<file path="src/design/adc_ctl_regs.svh">
`ifndef ADC_CTL_REGS_SVH
`define ADC_CTL_REGS_SVH

// register addresses (7-bit serial address space)
`define REG_POWER 7'h00
`define REG_FORMAT 7'h01
`define REG_DRVPWR 7'h02
`define REG_TIMING 7'h03
`define REG_IMP_A 7'h04
`define REG_IMP_B 7'h05
`define REG_DIVFMT 7'h06
`define REG_RSVD 7'h07
`define REG_CMODE 7'h08
`define REG_SWRESET 7'h0A

// reset values
`define RST_POWER 8'h03
`define RST_FORMAT 8'h00
`define RST_DRVPWR 8'h00
`define RST_TIMING 8'h6D
`define RST_IMP 8'h00
`define RST_DIVFMT 8'h00
`define RST_CMODE 8'h00
`define SWRESET_KEY 8'h5A
// status byte: fixed reserved bit 2 set, the loader is always done here
`define STATUS_BYTE 8'h14

// field positions
`define FMT_ORDER_B 4
`define FMT_ORDER_A 3
`define FMT_INTERLEAVE_BUS_SELECT 2
`define FMT_MUX 1
`define DRV_PD_HI 3
`define DRV_PD_LO 2
`define DRV_DOR_OFF 1
`define DRV_OUTPUT_DATA_CLOCK_OFF 0
`define TIM_SKIP 7
`define TIM_HALF 6
`define DIV_PATSEL 7
`define DIV_TEST 6
`define DIV_SYNC 2

// serial frame
`define FRAME_BITS 5'd16
`define HDR_BITS 5'd8
`define RAMP_MAX 10'h3FF
`define PAT_A 10'h155
`define PAT_B 10'h2AA
`define TWOC_FLIP 10'h200

`endif

</file>
<file path="src/design/adc_ctl_pkg.sv">
package adc_ctl_pkg;
	typedef enum logic [1:0] {FMT_TWOS, FMT_OFFSET, FMT_GRAY, FMT_TWOS2} num_fmt_t;
	typedef enum logic [1:0] {CH_OFF, CH_STANDBY, CH_ACTIVE} ch_state_t;
	typedef struct packed {
		logic [9:0] data;
		logic over;
	} sample_t;
	typedef struct packed {
		logic [9:0] data_a;
		logic [9:0] data_b;
		logic [9:0] data_a_oe;
		logic [9:0] data_b_oe;
		logic over;
		logic over_oe;
	} out_bus_t;
endpackage

</file>
<file path="src/design/adc_skid_buf.sv">
`timescale 1ns/1ps
`default_nettype none
// two-entry buffer: a stall on the output side never drops a word
module adc_skid_buf (
	input wire logic clk_i,
	input wire logic rst_b_i,
	input wire logic flush_i,
	input wire logic in_valid_i,
	output logic in_ready_o,
	input wire adc_ctl_pkg::sample_t [1:0] in_data_i,
	output logic out_valid_o,
	input wire logic out_ready_i,
	output adc_ctl_pkg::sample_t [1:0] out_data_o
);
	import adc_ctl_pkg::*;
	sample_t [1:0] mem_q [2];
	logic wr_q, rd_q;
	logic [1:0] cnt_q;
	wire push = in_valid_i && in_ready_o;
	wire pop = out_valid_o && out_ready_i;
	assign in_ready_o = cnt_q != 2'd2;
	assign out_valid_o = cnt_q != 2'd0;
	assign out_data_o = mem_q[rd_q];
	always_ff @(posedge clk_i or negedge rst_b_i) begin
		if (!rst_b_i) begin
			wr_q <= 1'b0;
			rd_q <= 1'b0;
			cnt_q <= 2'd0;
		end else if (flush_i) begin
			wr_q <= 1'b0;
			rd_q <= 1'b0;
			cnt_q <= 2'd0;
		end else begin
			if (push) wr_q <= ~wr_q;
			if (pop) rd_q <= ~rd_q;
			cnt_q <= cnt_q + {1'b0, push} - {1'b0, pop};
		end
	end
	always_ff @(posedge clk_i) begin
		if (push) mem_q[wr_q] <= in_data_i;
	end
endmodule
`default_nettype wire

</file>
<file path="src/design/adc_ctl_top.sv">
`timescale 1ns/1ps
`default_nettype none
`include "adc_ctl_regs.svh"
// Operation
// - shutdown pin picks one of two power sets
// - high nibble for pin high, low nibble low
// - single channel on puts other off or in standby
// - standby bit turns off channels into standby
// - adder with any channel on averages both
// - adder: both channel bits zero to sleep
// - average goes out on both buses, only on the selected bus when interleaved
// - order bits reverse each channel's pins, B's for both when interleaved on B
// - format bit 1 picks dual or interleaved
// - bus select picks bus and first channel
// - powered down outputs: z, low, high
// - driver-off bits tristate over-range and clock
// - timing bit 7 skips aligner delay
// - half period delay, not when interleaved
// - three-bit clock and data delay codes
// - test mode ramp or alternating pattern
// - numeric format two's, offset, gray
// - divider field: none, two, four
// - sync mode bit: slip or edge
// - impedance codes 50 to 300 ohms
// - writing 5Ah to 0Ah restores defaults
// - 16-bit frame, rw, address, data
module adc_ctl_top (
	input wire logic clk_i,
	input wire logic rst_b_i,
	input wire logic power_select_pin_i,
	input wire logic sync_i,
	input wire logic ser_cs_b_i,
	input wire logic ser_clk_i,
	input wire logic ser_data_i,
	output logic ser_data_o,
	output logic ser_data_oe_o,
	input wire adc_ctl_pkg::sample_t conv_a_i,
	input wire adc_ctl_pkg::sample_t conv_b_i,
	output logic in_ready_o,
	input wire logic out_ready_i,
	output logic out_valid_o,
	output adc_ctl_pkg::out_bus_t out_bus_o,
	output logic output_data_clock_o,
	output logic output_data_clock_oe_o,
	output adc_ctl_pkg::ch_state_t chan_a_state_o,
	output adc_ctl_pkg::ch_state_t chan_b_state_o,
	output logic sample_en_o,
	output logic aligner_skip_o,
	output logic half_delay_active_o,
	output logic [3:0] out_clock_delay_steps_o,
	output logic [3:0] data_delay_steps_o,
	output logic [8:0] chan_a_clock_ohms_o,
	output logic [8:0] chan_a_data_ohms_o,
	output logic [8:0] chan_b_clock_ohms_o,
	output logic [8:0] chan_b_data_ohms_o,
	output logic clock_term_on_o,
	output logic [7:0] input_common_level_o
);
	import adc_ctl_pkg::*;

	// ----------------------------------------
	// helpers
	// ----------------------------------------
	function automatic logic [9:0] reverse10(input logic [9:0] v);
		logic [9:0] r;
		r = 10'h000;
		for (int i = 0; i < 10; i++) r[i] = v[9 - i];
		return r;
	endfunction

	// signed steps of T/16, code 100 treated as nominal
	function automatic logic [3:0] delay_steps(input logic [2:0] c);
		logic [3:0] s;
		s = 4'h0;
		if (!c[2]) s = {1'b0, c};
		else if (c[1:0] != 2'b00) s = 4'h0 - {2'b00, c[1:0]};
		return s;
	endfunction

	function automatic logic [8:0] ohms(input logic [2:0] c);
		logic [8:0] o;
		o = 9'd300;
		if (!c[2]) begin
			case (c[1:0])
				2'b00: o = 9'd50;
				2'b01: o = 9'd75;
				2'b10: o = 9'd100;
				default: o = 9'd150;
			endcase
		end
		return o;
	endfunction

	// offset-binary in, chosen coding out
	function automatic logic [9:0] encode(input logic [9:0] ob, input num_fmt_t f);
		logic [9:0] r;
		r = ob ^ `TWOC_FLIP;
		if (f == FMT_OFFSET) r = ob;
		else if (f == FMT_GRAY) r = ob ^ (ob >> 1);
		return r;
	endfunction

	// ----------------------------------------
	// reset release and pin synchronisers
	// ----------------------------------------
	logic [1:0] rst_sync_q;
	logic rst_b;
	always_ff @(posedge clk_i or negedge rst_b_i) begin
		if (!rst_b_i) rst_sync_q <= 2'b00;
		else rst_sync_q <= {rst_sync_q[0], 1'b1};
	end
	assign rst_b = rst_sync_q[1];

	logic [4:0] pin_s1_q, pin_s2_q;
	always_ff @(posedge clk_i or negedge rst_b) begin
		if (!rst_b) begin
			pin_s1_q <= 5'b00100;
			pin_s2_q <= 5'b00100;
		end else begin
			pin_s1_q <= {power_select_pin_i, sync_i, ser_cs_b_i, ser_clk_i, ser_data_i};
			pin_s2_q <= pin_s1_q;
		end
	end
	wire pwr_sel = pin_s2_q[4];
	wire sync_s = pin_s2_q[3];
	wire cs_b_s = pin_s2_q[2];
	wire sck_s = pin_s2_q[1];
	wire sdi_s = pin_s2_q[0];

	// ----------------------------------------
	// serial port
	// ----------------------------------------
	logic sck_q;
	logic [4:0] bit_cnt_q;
	logic [15:0] shift_q;
	logic [7:0] rd_shift_q;
	logic rd_drive_q;
	always_ff @(posedge clk_i or negedge rst_b) begin
		if (!rst_b) sck_q <= 1'b0;
		else sck_q <= sck_s;
	end
	wire sck_rise = sck_s && !sck_q && !cs_b_s;
	wire sck_fall = !sck_s && sck_q && !cs_b_s;
	wire [15:0] shift_nx = {shift_q[14:0], sdi_s};
	wire frame_done = sck_rise && (bit_cnt_q == `FRAME_BITS - 5'd1);
	wire hdr_done = sck_rise && (bit_cnt_q == `HDR_BITS - 5'd1);
	wire is_write = frame_done && !shift_nx[15];
	wire [6:0] wr_addr = shift_nx[14:8];
	wire [7:0] wr_data = shift_nx[7:0];
	wire sw_reset = is_write && wr_addr == `REG_SWRESET && wr_data == `SWRESET_KEY;
	wire rd_hit = hdr_done && shift_nx[7];

	// ----------------------------------------
	// registers
	// ----------------------------------------
	logic [7:0] power_state_config_q, output_bus_format_q, output_driver_power_q;
	logic [7:0] output_timing_adjust_q, chan_a_output_impedance_q, chan_b_output_impedance_q;
	logic [7:0] divider_format_pattern_q, input_common_level_q;
	always_ff @(posedge clk_i or negedge rst_b) begin
		if (!rst_b) begin
			power_state_config_q <= `RST_POWER;
			output_bus_format_q <= `RST_FORMAT;
			output_driver_power_q <= `RST_DRVPWR;
			output_timing_adjust_q <= `RST_TIMING;
			chan_a_output_impedance_q <= `RST_IMP;
			chan_b_output_impedance_q <= `RST_IMP;
			divider_format_pattern_q <= `RST_DIVFMT;
			input_common_level_q <= `RST_CMODE;
		end else if (sw_reset) begin
			power_state_config_q <= `RST_POWER;
			output_bus_format_q <= `RST_FORMAT;
			output_driver_power_q <= `RST_DRVPWR;
			output_timing_adjust_q <= `RST_TIMING;
			chan_a_output_impedance_q <= `RST_IMP;
			chan_b_output_impedance_q <= `RST_IMP;
			divider_format_pattern_q <= `RST_DIVFMT;
			input_common_level_q <= `RST_CMODE;
		end else if (is_write) begin
			case (wr_addr)
				`REG_POWER: power_state_config_q <= wr_data;
				`REG_FORMAT: output_bus_format_q <= wr_data;
				`REG_DRVPWR: output_driver_power_q <= wr_data;
				`REG_TIMING: output_timing_adjust_q <= wr_data;
				`REG_IMP_A: chan_a_output_impedance_q <= wr_data;
				`REG_IMP_B: chan_b_output_impedance_q <= wr_data;
				`REG_DIVFMT: divider_format_pattern_q <= wr_data;
				`REG_CMODE: input_common_level_q <= wr_data;
				default: ;
			endcase
		end
	end

	logic [7:0] rd_val;
	always_comb begin
		case (shift_nx[6:0])
			`REG_POWER: rd_val = power_state_config_q;
			`REG_FORMAT: rd_val = output_bus_format_q;
			`REG_DRVPWR: rd_val = output_driver_power_q;
			`REG_TIMING: rd_val = output_timing_adjust_q;
			`REG_IMP_A: rd_val = chan_a_output_impedance_q;
			`REG_IMP_B: rd_val = chan_b_output_impedance_q;
			`REG_DIVFMT: rd_val = divider_format_pattern_q;
			`REG_CMODE: rd_val = input_common_level_q;
			`REG_SWRESET: rd_val = `STATUS_BYTE;
			default: rd_val = 8'h00;
		endcase
	end

	// read data leaves msb first on each falling serial clock after the header
	always_ff @(posedge clk_i or negedge rst_b) begin
		if (!rst_b) begin
			bit_cnt_q <= 5'd0;
			shift_q <= 16'h0000;
			rd_shift_q <= 8'h00;
			rd_drive_q <= 1'b0;
			ser_data_o <= 1'b0;
		end else if (cs_b_s) begin
			bit_cnt_q <= 5'd0;
			rd_drive_q <= 1'b0;
		end else begin
			if (sck_rise) begin
				shift_q <= shift_nx;
				bit_cnt_q <= bit_cnt_q + 5'd1;
			end
			if (rd_hit) begin
				rd_shift_q <= rd_val;
				rd_drive_q <= 1'b1;
			end else if (sck_fall && rd_drive_q) begin
				ser_data_o <= rd_shift_q[7];
				rd_shift_q <= {rd_shift_q[6:0], 1'b0};
			end
			if (frame_done) rd_drive_q <= 1'b0;
		end
	end
	assign ser_data_oe_o = rd_drive_q && !cs_b_s;

	// ----------------------------------------
	// power state decode
	// ----------------------------------------
	wire [3:0] pset = pwr_sel ? power_state_config_q[7:4] : power_state_config_q[3:0];
	wire adder = pset[3];
	wire stby = pset[2];
	wire b_on = pset[1];
	wire a_on = pset[0];
	wire any_on = a_on || b_on;
	wire avg_mode = adder && any_on;
	ch_state_t idle_st;
	assign idle_st = stby ? CH_STANDBY : CH_OFF;
	assign chan_a_state_o = (a_on || avg_mode) ? CH_ACTIVE : idle_st;
	assign chan_b_state_o = (b_on || avg_mode) ? CH_ACTIVE : idle_st;
	// standby and full power-down both stop the data path
	wire all_down = !any_on;
	wire a_live = chan_a_state_o == CH_ACTIVE;
	wire b_live = chan_b_state_o == CH_ACTIVE;

	// ----------------------------------------
	// clock divider with sync
	// ----------------------------------------
	logic [1:0] div_q;
	logic [2:0] sync_dly_q;
	logic sync_q;
	wire [1:0] div_sel = divider_format_pattern_q[1:0];
	wire [1:0] div_mask = (div_sel == 2'b01) ? 2'b01 : (div_sel == 2'b10) ? 2'b11 : 2'b00;
	wire sync_hit = sync_dly_q[2];
	wire edge_mode = divider_format_pattern_q[`DIV_SYNC];
	always_ff @(posedge clk_i or negedge rst_b) begin
		if (!rst_b) begin
			div_q <= 2'b00;
			sync_q <= 1'b0;
			sync_dly_q <= 3'b000;
		end else begin
			sync_q <= sync_s;
			sync_dly_q <= {sync_dly_q[1:0], sync_s && !sync_q};
			if (sync_hit && edge_mode) div_q <= 2'b00;
			else if (sync_hit) div_q <= div_q;
			else div_q <= (div_q + 2'b01) & div_mask;
		end
	end
	assign sample_en_o = (div_q == 2'b00) && !(sync_hit && !edge_mode);

	// ----------------------------------------
	// sample path
	// ----------------------------------------
	logic [9:0] ramp_q;
	logic alt_q;
	wire test_on = divider_format_pattern_q[`DIV_TEST];
	wire pat_sel = divider_format_pattern_q[`DIV_PATSEL];
	num_fmt_t fmt;
	assign fmt = num_fmt_t'(divider_format_pattern_q[5:4]);
	always_ff @(posedge clk_i or negedge rst_b) begin
		if (!rst_b) begin
			ramp_q <= 10'h000;
			alt_q <= 1'b0;
		end else if (sample_en_o && in_ready_o) begin
			ramp_q <= (ramp_q == `RAMP_MAX) ? 10'h000 : ramp_q + 10'h001;
			alt_q <= ~alt_q;
		end
	end
	wire [10:0] sum_ab = {1'b0, conv_a_i.data} + {1'b0, conv_b_i.data};
	wire [9:0] avg_ob = sum_ab[10:1];
	sample_t raw_a, raw_b, src_a, src_b;
	assign raw_a.data = avg_mode ? avg_ob : conv_a_i.data;
	assign raw_a.over = avg_mode ? (conv_a_i.over | conv_b_i.over) : conv_a_i.over;
	assign raw_b = avg_mode ? raw_a : conv_b_i;
	wire [9:0] pat = alt_q ? `PAT_B : `PAT_A;
	assign src_a.data = encode(test_on ? (pat_sel ? pat : ramp_q) : raw_a.data, fmt);
	assign src_a.over = test_on ? (pat_sel && !alt_q) : raw_a.over;
	assign src_b.data = encode(test_on ? (pat_sel ? pat : ramp_q) : raw_b.data, fmt);
	assign src_b.over = test_on ? (pat_sel && !alt_q) : raw_b.over;

	sample_t [1:0] buf_out;
	logic buf_rd_ok;
	adc_skid_buf u_buf (
		.clk_i(clk_i),
		.rst_b_i(rst_b),
		.flush_i(sw_reset),
		.in_valid_i(sample_en_o && !all_down),
		.in_ready_o(in_ready_o),
		.in_data_i({src_a, src_b}),
		.out_valid_o(out_valid_o),
		.out_ready_i(buf_rd_ok),
		.out_data_o(buf_out)
	);

	// ----------------------------------------
	// output formatting
	// ----------------------------------------
	wire mux_mode = output_bus_format_q[`FMT_MUX];
	wire mux_on_b = output_bus_format_q[`FMT_INTERLEAVE_BUS_SELECT];
	wire rev_a = output_bus_format_q[`FMT_ORDER_A];
	wire rev_b = output_bus_format_q[`FMT_ORDER_B];
	wire [1:0] pd_lvl = {output_driver_power_q[`DRV_PD_HI], output_driver_power_q[`DRV_PD_LO]};
	wire pd_drive = pd_lvl[0];
	wire [9:0] pd_word = pd_lvl[1] ? 10'h3FF : 10'h000;
	logic phase_q; // interleave: 0 = first channel slot
	wire pop = out_valid_o && out_ready_i;
	wire take = pop && (!mux_mode || phase_q);
	// interleaved: the pair stays in the buffer until its second slot is sent
	assign buf_rd_ok = out_ready_i && (!mux_mode || phase_q);
	out_bus_t bus_q;
	wire [9:0] sa = buf_out[1].data;
	wire [9:0] sb = buf_out[0].data;
	wire [9:0] a_word = rev_a ? reverse10(sa) : sa;
	wire [9:0] b_word = rev_b ? reverse10(sb) : sb;
	wire first_b = mux_on_b;
	wire [9:0] mux_word = (phase_q ^ first_b) ? (mux_on_b ? reverse10(sb) ^ (rev_b ? 10'h000 : reverse10(sb) ^ sb) : b_word)
		: (mux_on_b ? (rev_b ? reverse10(sa) : sa) : a_word);
	wire mux_over = (phase_q ^ first_b) ? buf_out[0].over : buf_out[1].over;
	always_ff @(posedge clk_i or negedge rst_b) begin
		if (!rst_b) begin
			phase_q <= 1'b0;
			bus_q <= '0;
		end else begin
			if (!mux_mode || sw_reset) phase_q <= 1'b0;
			else if (pop) phase_q <= ~phase_q;
			if (pop && !mux_mode) begin
				bus_q.data_a <= a_live ? a_word : pd_word;
				bus_q.data_b <= b_live ? b_word : pd_word;
				bus_q.data_a_oe <= {10{a_live || pd_drive}};
				bus_q.data_b_oe <= {10{b_live || pd_drive}};
				bus_q.over <= buf_out[1].over | (buf_out[0].over & !a_live);
			end else if (pop) begin
				bus_q.data_a <= mux_on_b ? pd_word : mux_word;
				bus_q.data_b <= mux_on_b ? mux_word : pd_word;
				bus_q.data_a_oe <= {10{!mux_on_b || pd_drive}};
				bus_q.data_b_oe <= {10{mux_on_b || pd_drive}};
				bus_q.over <= mux_over;
			end else if (all_down) begin
				bus_q.data_a <= pd_word;
				bus_q.data_b <= pd_word;
				bus_q.data_a_oe <= {10{pd_drive}};
				bus_q.data_b_oe <= {10{pd_drive}};
			end
			bus_q.over_oe <= !output_driver_power_q[`DRV_DOR_OFF] && !all_down;
		end
	end
	assign out_bus_o = bus_q;
	logic output_data_clock_q;
	always_ff @(posedge clk_i or negedge rst_b) begin
		if (!rst_b) output_data_clock_q <= 1'b0;
		else output_data_clock_q <= pop && !take ? 1'b1 : take;
	end
	assign output_data_clock_o = output_data_clock_q;
	assign output_data_clock_oe_o = !output_driver_power_q[`DRV_OUTPUT_DATA_CLOCK_OFF];

	// ----------------------------------------
	// analog-facing controls
	// ----------------------------------------
	assign aligner_skip_o = output_timing_adjust_q[`TIM_SKIP];
	assign half_delay_active_o = output_timing_adjust_q[`TIM_HALF] && !mux_mode;
	assign out_clock_delay_steps_o = delay_steps(output_timing_adjust_q[5:3]);
	assign data_delay_steps_o = delay_steps(output_timing_adjust_q[2:0]);
	assign chan_a_clock_ohms_o = ohms(chan_a_output_impedance_q[5:3]);
	assign chan_a_data_ohms_o = ohms(chan_a_output_impedance_q[2:0]);
	assign chan_b_clock_ohms_o = ohms(chan_b_output_impedance_q[5:3]);
	assign chan_b_data_ohms_o = ohms(chan_b_output_impedance_q[2:0]);
	assign clock_term_on_o = divider_format_pattern_q[3];
	assign input_common_level_o = input_common_level_q;
endmodule
`default_nettype wire

</file>
<file path="config.mk">
export PLATFORM = sky130hd
export DESIGN_NAME = adc_ctl_top
export DESIGN_NICKNAME = d
export VERILOG_FILES = /design/src/design/adc_ctl_pkg.sv /design/src/design/adc_skid_buf.sv /design/src/design/adc_ctl_top.sv
export VERILOG_INCLUDE_DIRS = /design/src /design/src/design
export SDC_FILE = /design/constraint.sdc
export NUM_CORES = 1
export LEC_CHECK = 0
export BUFFER_PORTS_ARGS = -buffer_cell sky130_fd_sc_hd__clkbuf_2
export CORE_MARGIN = 2
export CORE_UTILIZATION = 40
export CTS_CLUSTER_SIZE = 28
export DETAILED_ROUTE_END_ITERATION = 10
export GPL_ROUTABILITY_DRIVEN = 0
export HOLD_SLACK_MARGIN = 0.12
export SETUP_SLACK_MARGIN = 0.4
export SYNTH_ARGS = -nofsm -noshare
export SYNTH_HDL_FRONTEND = slang
export SYNTH_SLANG_ARGS = --single-unit
</file>
<file path="constraint.sdc">
create_clock -name clk_i -period 4.59 [get_ports clk_i]
set_input_delay 0.918 -clock clk_i [delete_from_list [all_inputs] [get_ports clk_i]]
set_output_delay 0.918 -clock clk_i [all_outputs]
set_load 0.05 [all_outputs]
</file>
==> flow_summary.toml <==
[floorplan]
die_h_um = 173
core_area_sq_um = 27900
num_io_pins = 138
initial_core_util_pct = 40.8
die_area_sq_um = 29800
fp.dieW_um = 173
rows = 61

[worst_hold_path]
hp-class = "input pin to async pin"

[sta]
fmax_ghz = 0.313
fin_setup_tns_ns = 0
relSlewSlack_pct = 26.5
skew_ns = 0.0124
hold_viol = 0
period_share_pct = 69.6
max_slew.worst_pin.slew_ns = 1.10
setup_slack_ns = 1.39
finalSetupViolCount = 0
slew_violations = 0
rsz0062_at_grt = "false"
fin_crit_ns = 3.20

[synthesis]
synthTopCellsByCount = "dfrtp_1 (145), nor2_1 (138), nand2_1 (94)"
synth_seq_cells = 198
synth_ff_type = "dfrtp_1"
syn_area_sq_um = 11400
yosysWarnings = 0
yosys.area.top_type_share_pct = 31.8
synth-async-reset-ratio_pct = 77.8
netlist_instances = 1152
synth.most_common_cell = "dfrtp_1"
ys_top_cells_by_area = "dfrtp_1 (32%), edfxtp_1 (12%), mux2i_1 (4.7%)"
synth_seq_area_share_pct = 45.5
synth_edf_count = 44
syn_avg_cell_area_sq_um = 9.89
synth_nets = 1218
synth_top_area_cell = "dfrtp_1"
synthDistinctLibCells = 80

[pwr]
finalPower_w = 0.00512
power.density_nw_per_um2 = 402
leakagePower_nw = 5.52
vdd_drop_max_mv = 0.198

[critical_path]
cp_max_fo = 5
worst-path-stages = 4
endpoint = "chan_a_state_o[0]"
crit_path_end_kind = "primary output"
r2r_start = "pin_s2_q[4]$_DFF_PN0_"
cp-startpoint = "power_state_config_q[0]$_DFFE_PN1P_"
required_ns = 3.67
max_stage_delay_ns = 0.63
crit_path_top_delay_cell = "dfstp_2"
worstPathCellList = "o21ai_4 > a22oi_1 > nor2_1 > clkbuf_2"
start_kind = "register"
ff2ff_path_depth = 5
worstSetupPathType = "register to primary output"
reg2reg_to = "out_bus_o[32]$_DFFE_PN0P_"
arrival_ns = 2.28
worst-r2r-setup-slack_ns = 1.61
cp_num_buf_inv = 1
crit_family = "compound AO/OA/AOI/OAI gates"

[global_routing]
grt_util_met3_pct = 2.70
grt_pass1_vias = 8356
grt-ovfl-total = 0
use_met2_pct = 29.8
grt_pass1_wl_mm = 47.4
grt_busiest_layer = "met1"
grt_start_max_net_pins = 80
track_usage_pct = 19.8
grt_antenna_before_repair = 0
gr-usage-met1_pct = 29.8

[placed_design]
io_buffer_count = 137
dpl.hpwl_mm = 21.1
place_ws_ns = 1.00
place_area_sq_um = 12200

[routing]
wl_per_cell_um = 18.1
viasPerCell = 5.50
antenna_left = 0
drtIter0Drc = 622
drt-total-wl_mm = 29.2
via_count = 8868
drc = 0
drt-pass1-iter-count = 5

[final_layout]
finalNetCount = 1289
design_area_sq_um = 12700
drive_gt1_share_pct = 20.4
area_delta_synth_final_pct = 11.7
antennaDiodeCount = 0

[clock_network]
cts_made_buffers = 17
cts.sinks = 198
cts_buffer_depth = 2
worstSkewPairLatency_ns = 0.44
cts_resized = 0
hold_buffers = 0
root_buffer = "clkbuf_16"
htree_levels = 4
clk_pin_slew_ns = 0.08
cts_tree = "yes"
post_cts_buffers = 0

[flow_run]
cap_violations = 0

[outcome]
status = "completed"
-- metrics by stage --
step	std cells	hold slack (ns)	util, %
after floorplan	1152	0.331	-
final	1613	0.245	45.5
after detailed placement	1582	0.335	43.5
after global routing	1613	0.238	45.5
after global placement	1582	0.333	43.5
after CTS	1613	0.234	45.5
-- worst min path at each step --
stage / start / end / slack (ns) / depth (start not counted)
final: rst_b_i / rst_sync_q[1]$_DFF_PN0_ / 0.25 / 1
after global routing: rst_b_i / rst_sync_q[1]$_DFF_PN0_ / 0.24 / 1
after CTS: rst_b_i / rst_sync_q[1]$_DFF_PN0_ / 0.23 / 1
after detailed placement: pin_s1_q[4]$_DFF_PN0_ / pin_s2_q[4]$_DFF_PN0_ / 0.33 / 0
after global placement: sync_dly_q[1]$_DFF_PN0_ / sync_dly_q[2]$_DFF_PN0_ / 0.33 / 0
after floorplan: rst_sync_q[0]$_DFF_PN0_ / rst_sync_q[1]$_DFF_PN0_ / 0.33 / 0
-- power breakdown --
part / switching, W / internal, W / leakage [nW]
clock network: 0.000681 / 0.000797 / 0.279
logic: 0.000926 / 0.000460 / 2.82
registers: 0.000263 / 0.00199 / 2.43
total: 0.00187 / 0.00324 / 5.52
-- state kept, by name, indices dropped and copies added, names as in the netlist, 2 cells and up --
register / cells
chan_b_output_impedance_q: 8
divider_format_pattern_q: 8
power_state_config_q: 8
sync_dly_q: 3
rd_shift_q: 8
bit_cnt_q: 5
div_q: 2
out_bus_o: 24
pin_s2_q: 5
output_bus_format_q: 8
output_timing_adjust_q: 8
ramp_q: 10
shift_q: 15
output_driver_power_q: 8
u_buf.mem_q: 44
u_buf.cnt_q: 2
pin_s1_q: 5
rst_sync_q: 2
chan_a_output_impedance_q: 8
input_common_level_o: 8
-- layout by cell type, fill, tap and decap left out, types with 5 or more instances in the layout --
master	synthesis	layout
a2111oi_0	5	5
a211oi_1	16	16
a21o_1	14	14
a21oi_1	46	46
a22o_1	26	26
a22oi_1	11	11
a31oi_1	15	15
and2_1	7	7
and3_1	9	9
buf_4	27	9
clkbuf_16	0	18
clkbuf_2	3	137
dfrtp_1	145	144
dfstp_2	9	9
edfxtp_1	44	44
ha_1	35	35
inv_1	34	34
mux2_2	37	37
mux2i_1	53	53
nand2_1	94	94
nand2b_1	12	12
nand3_1	17	17
nor2_1	138	138
nor2b_1	30	29
nor3_1	12	12
nor4_1	10	10
o2111ai_1	11	11
o211ai_1	8	8
o21a_1	15	15
o21ai_0	64	64
o221ai_1	11	11
o22a_1	6	6
or2_2	5	5
or3_1	9	9
xnor2_1	25	25
xor2_1	10	10
-- per-layer routing --
layer / part of all wire (%) / wire length (um)
met5: 0 / 0
met4: 1.8 / 516
met3: 4.4 / 1280
met2: 43 / 12700
met1: 50 / 14700
-- cell families (layout without fill, tap and decap cells) --
group | after synthesis | in the layout | synth area share [%]
and+or+nand+nor | 377 | 377 | 16.3
AOI/OAI and AO/OA | 282 | 282 | 17.4
DFF | 198 | 198 | 45.5
buffers and inverters | 132 | 215 | 5.62
muxes | 91 | 91 | 8.44
adders and majority gates | 36 | 36 | 4.02
xor gates and xnor gates | 35 | 35 | 2.69
other | 1 | 1 | 0.0329
-- final cells by class --
cell class,instances,area [sq um]
clock inverters,10,96.3
inverters,37,139
multi-input cells,822,5580
fillers,2694,15200
well taps,378,473
flip-flops and latches,198,5190
repair buffers,147,773
clock buffers,21,472
Power figures use the tool's default switching activity.
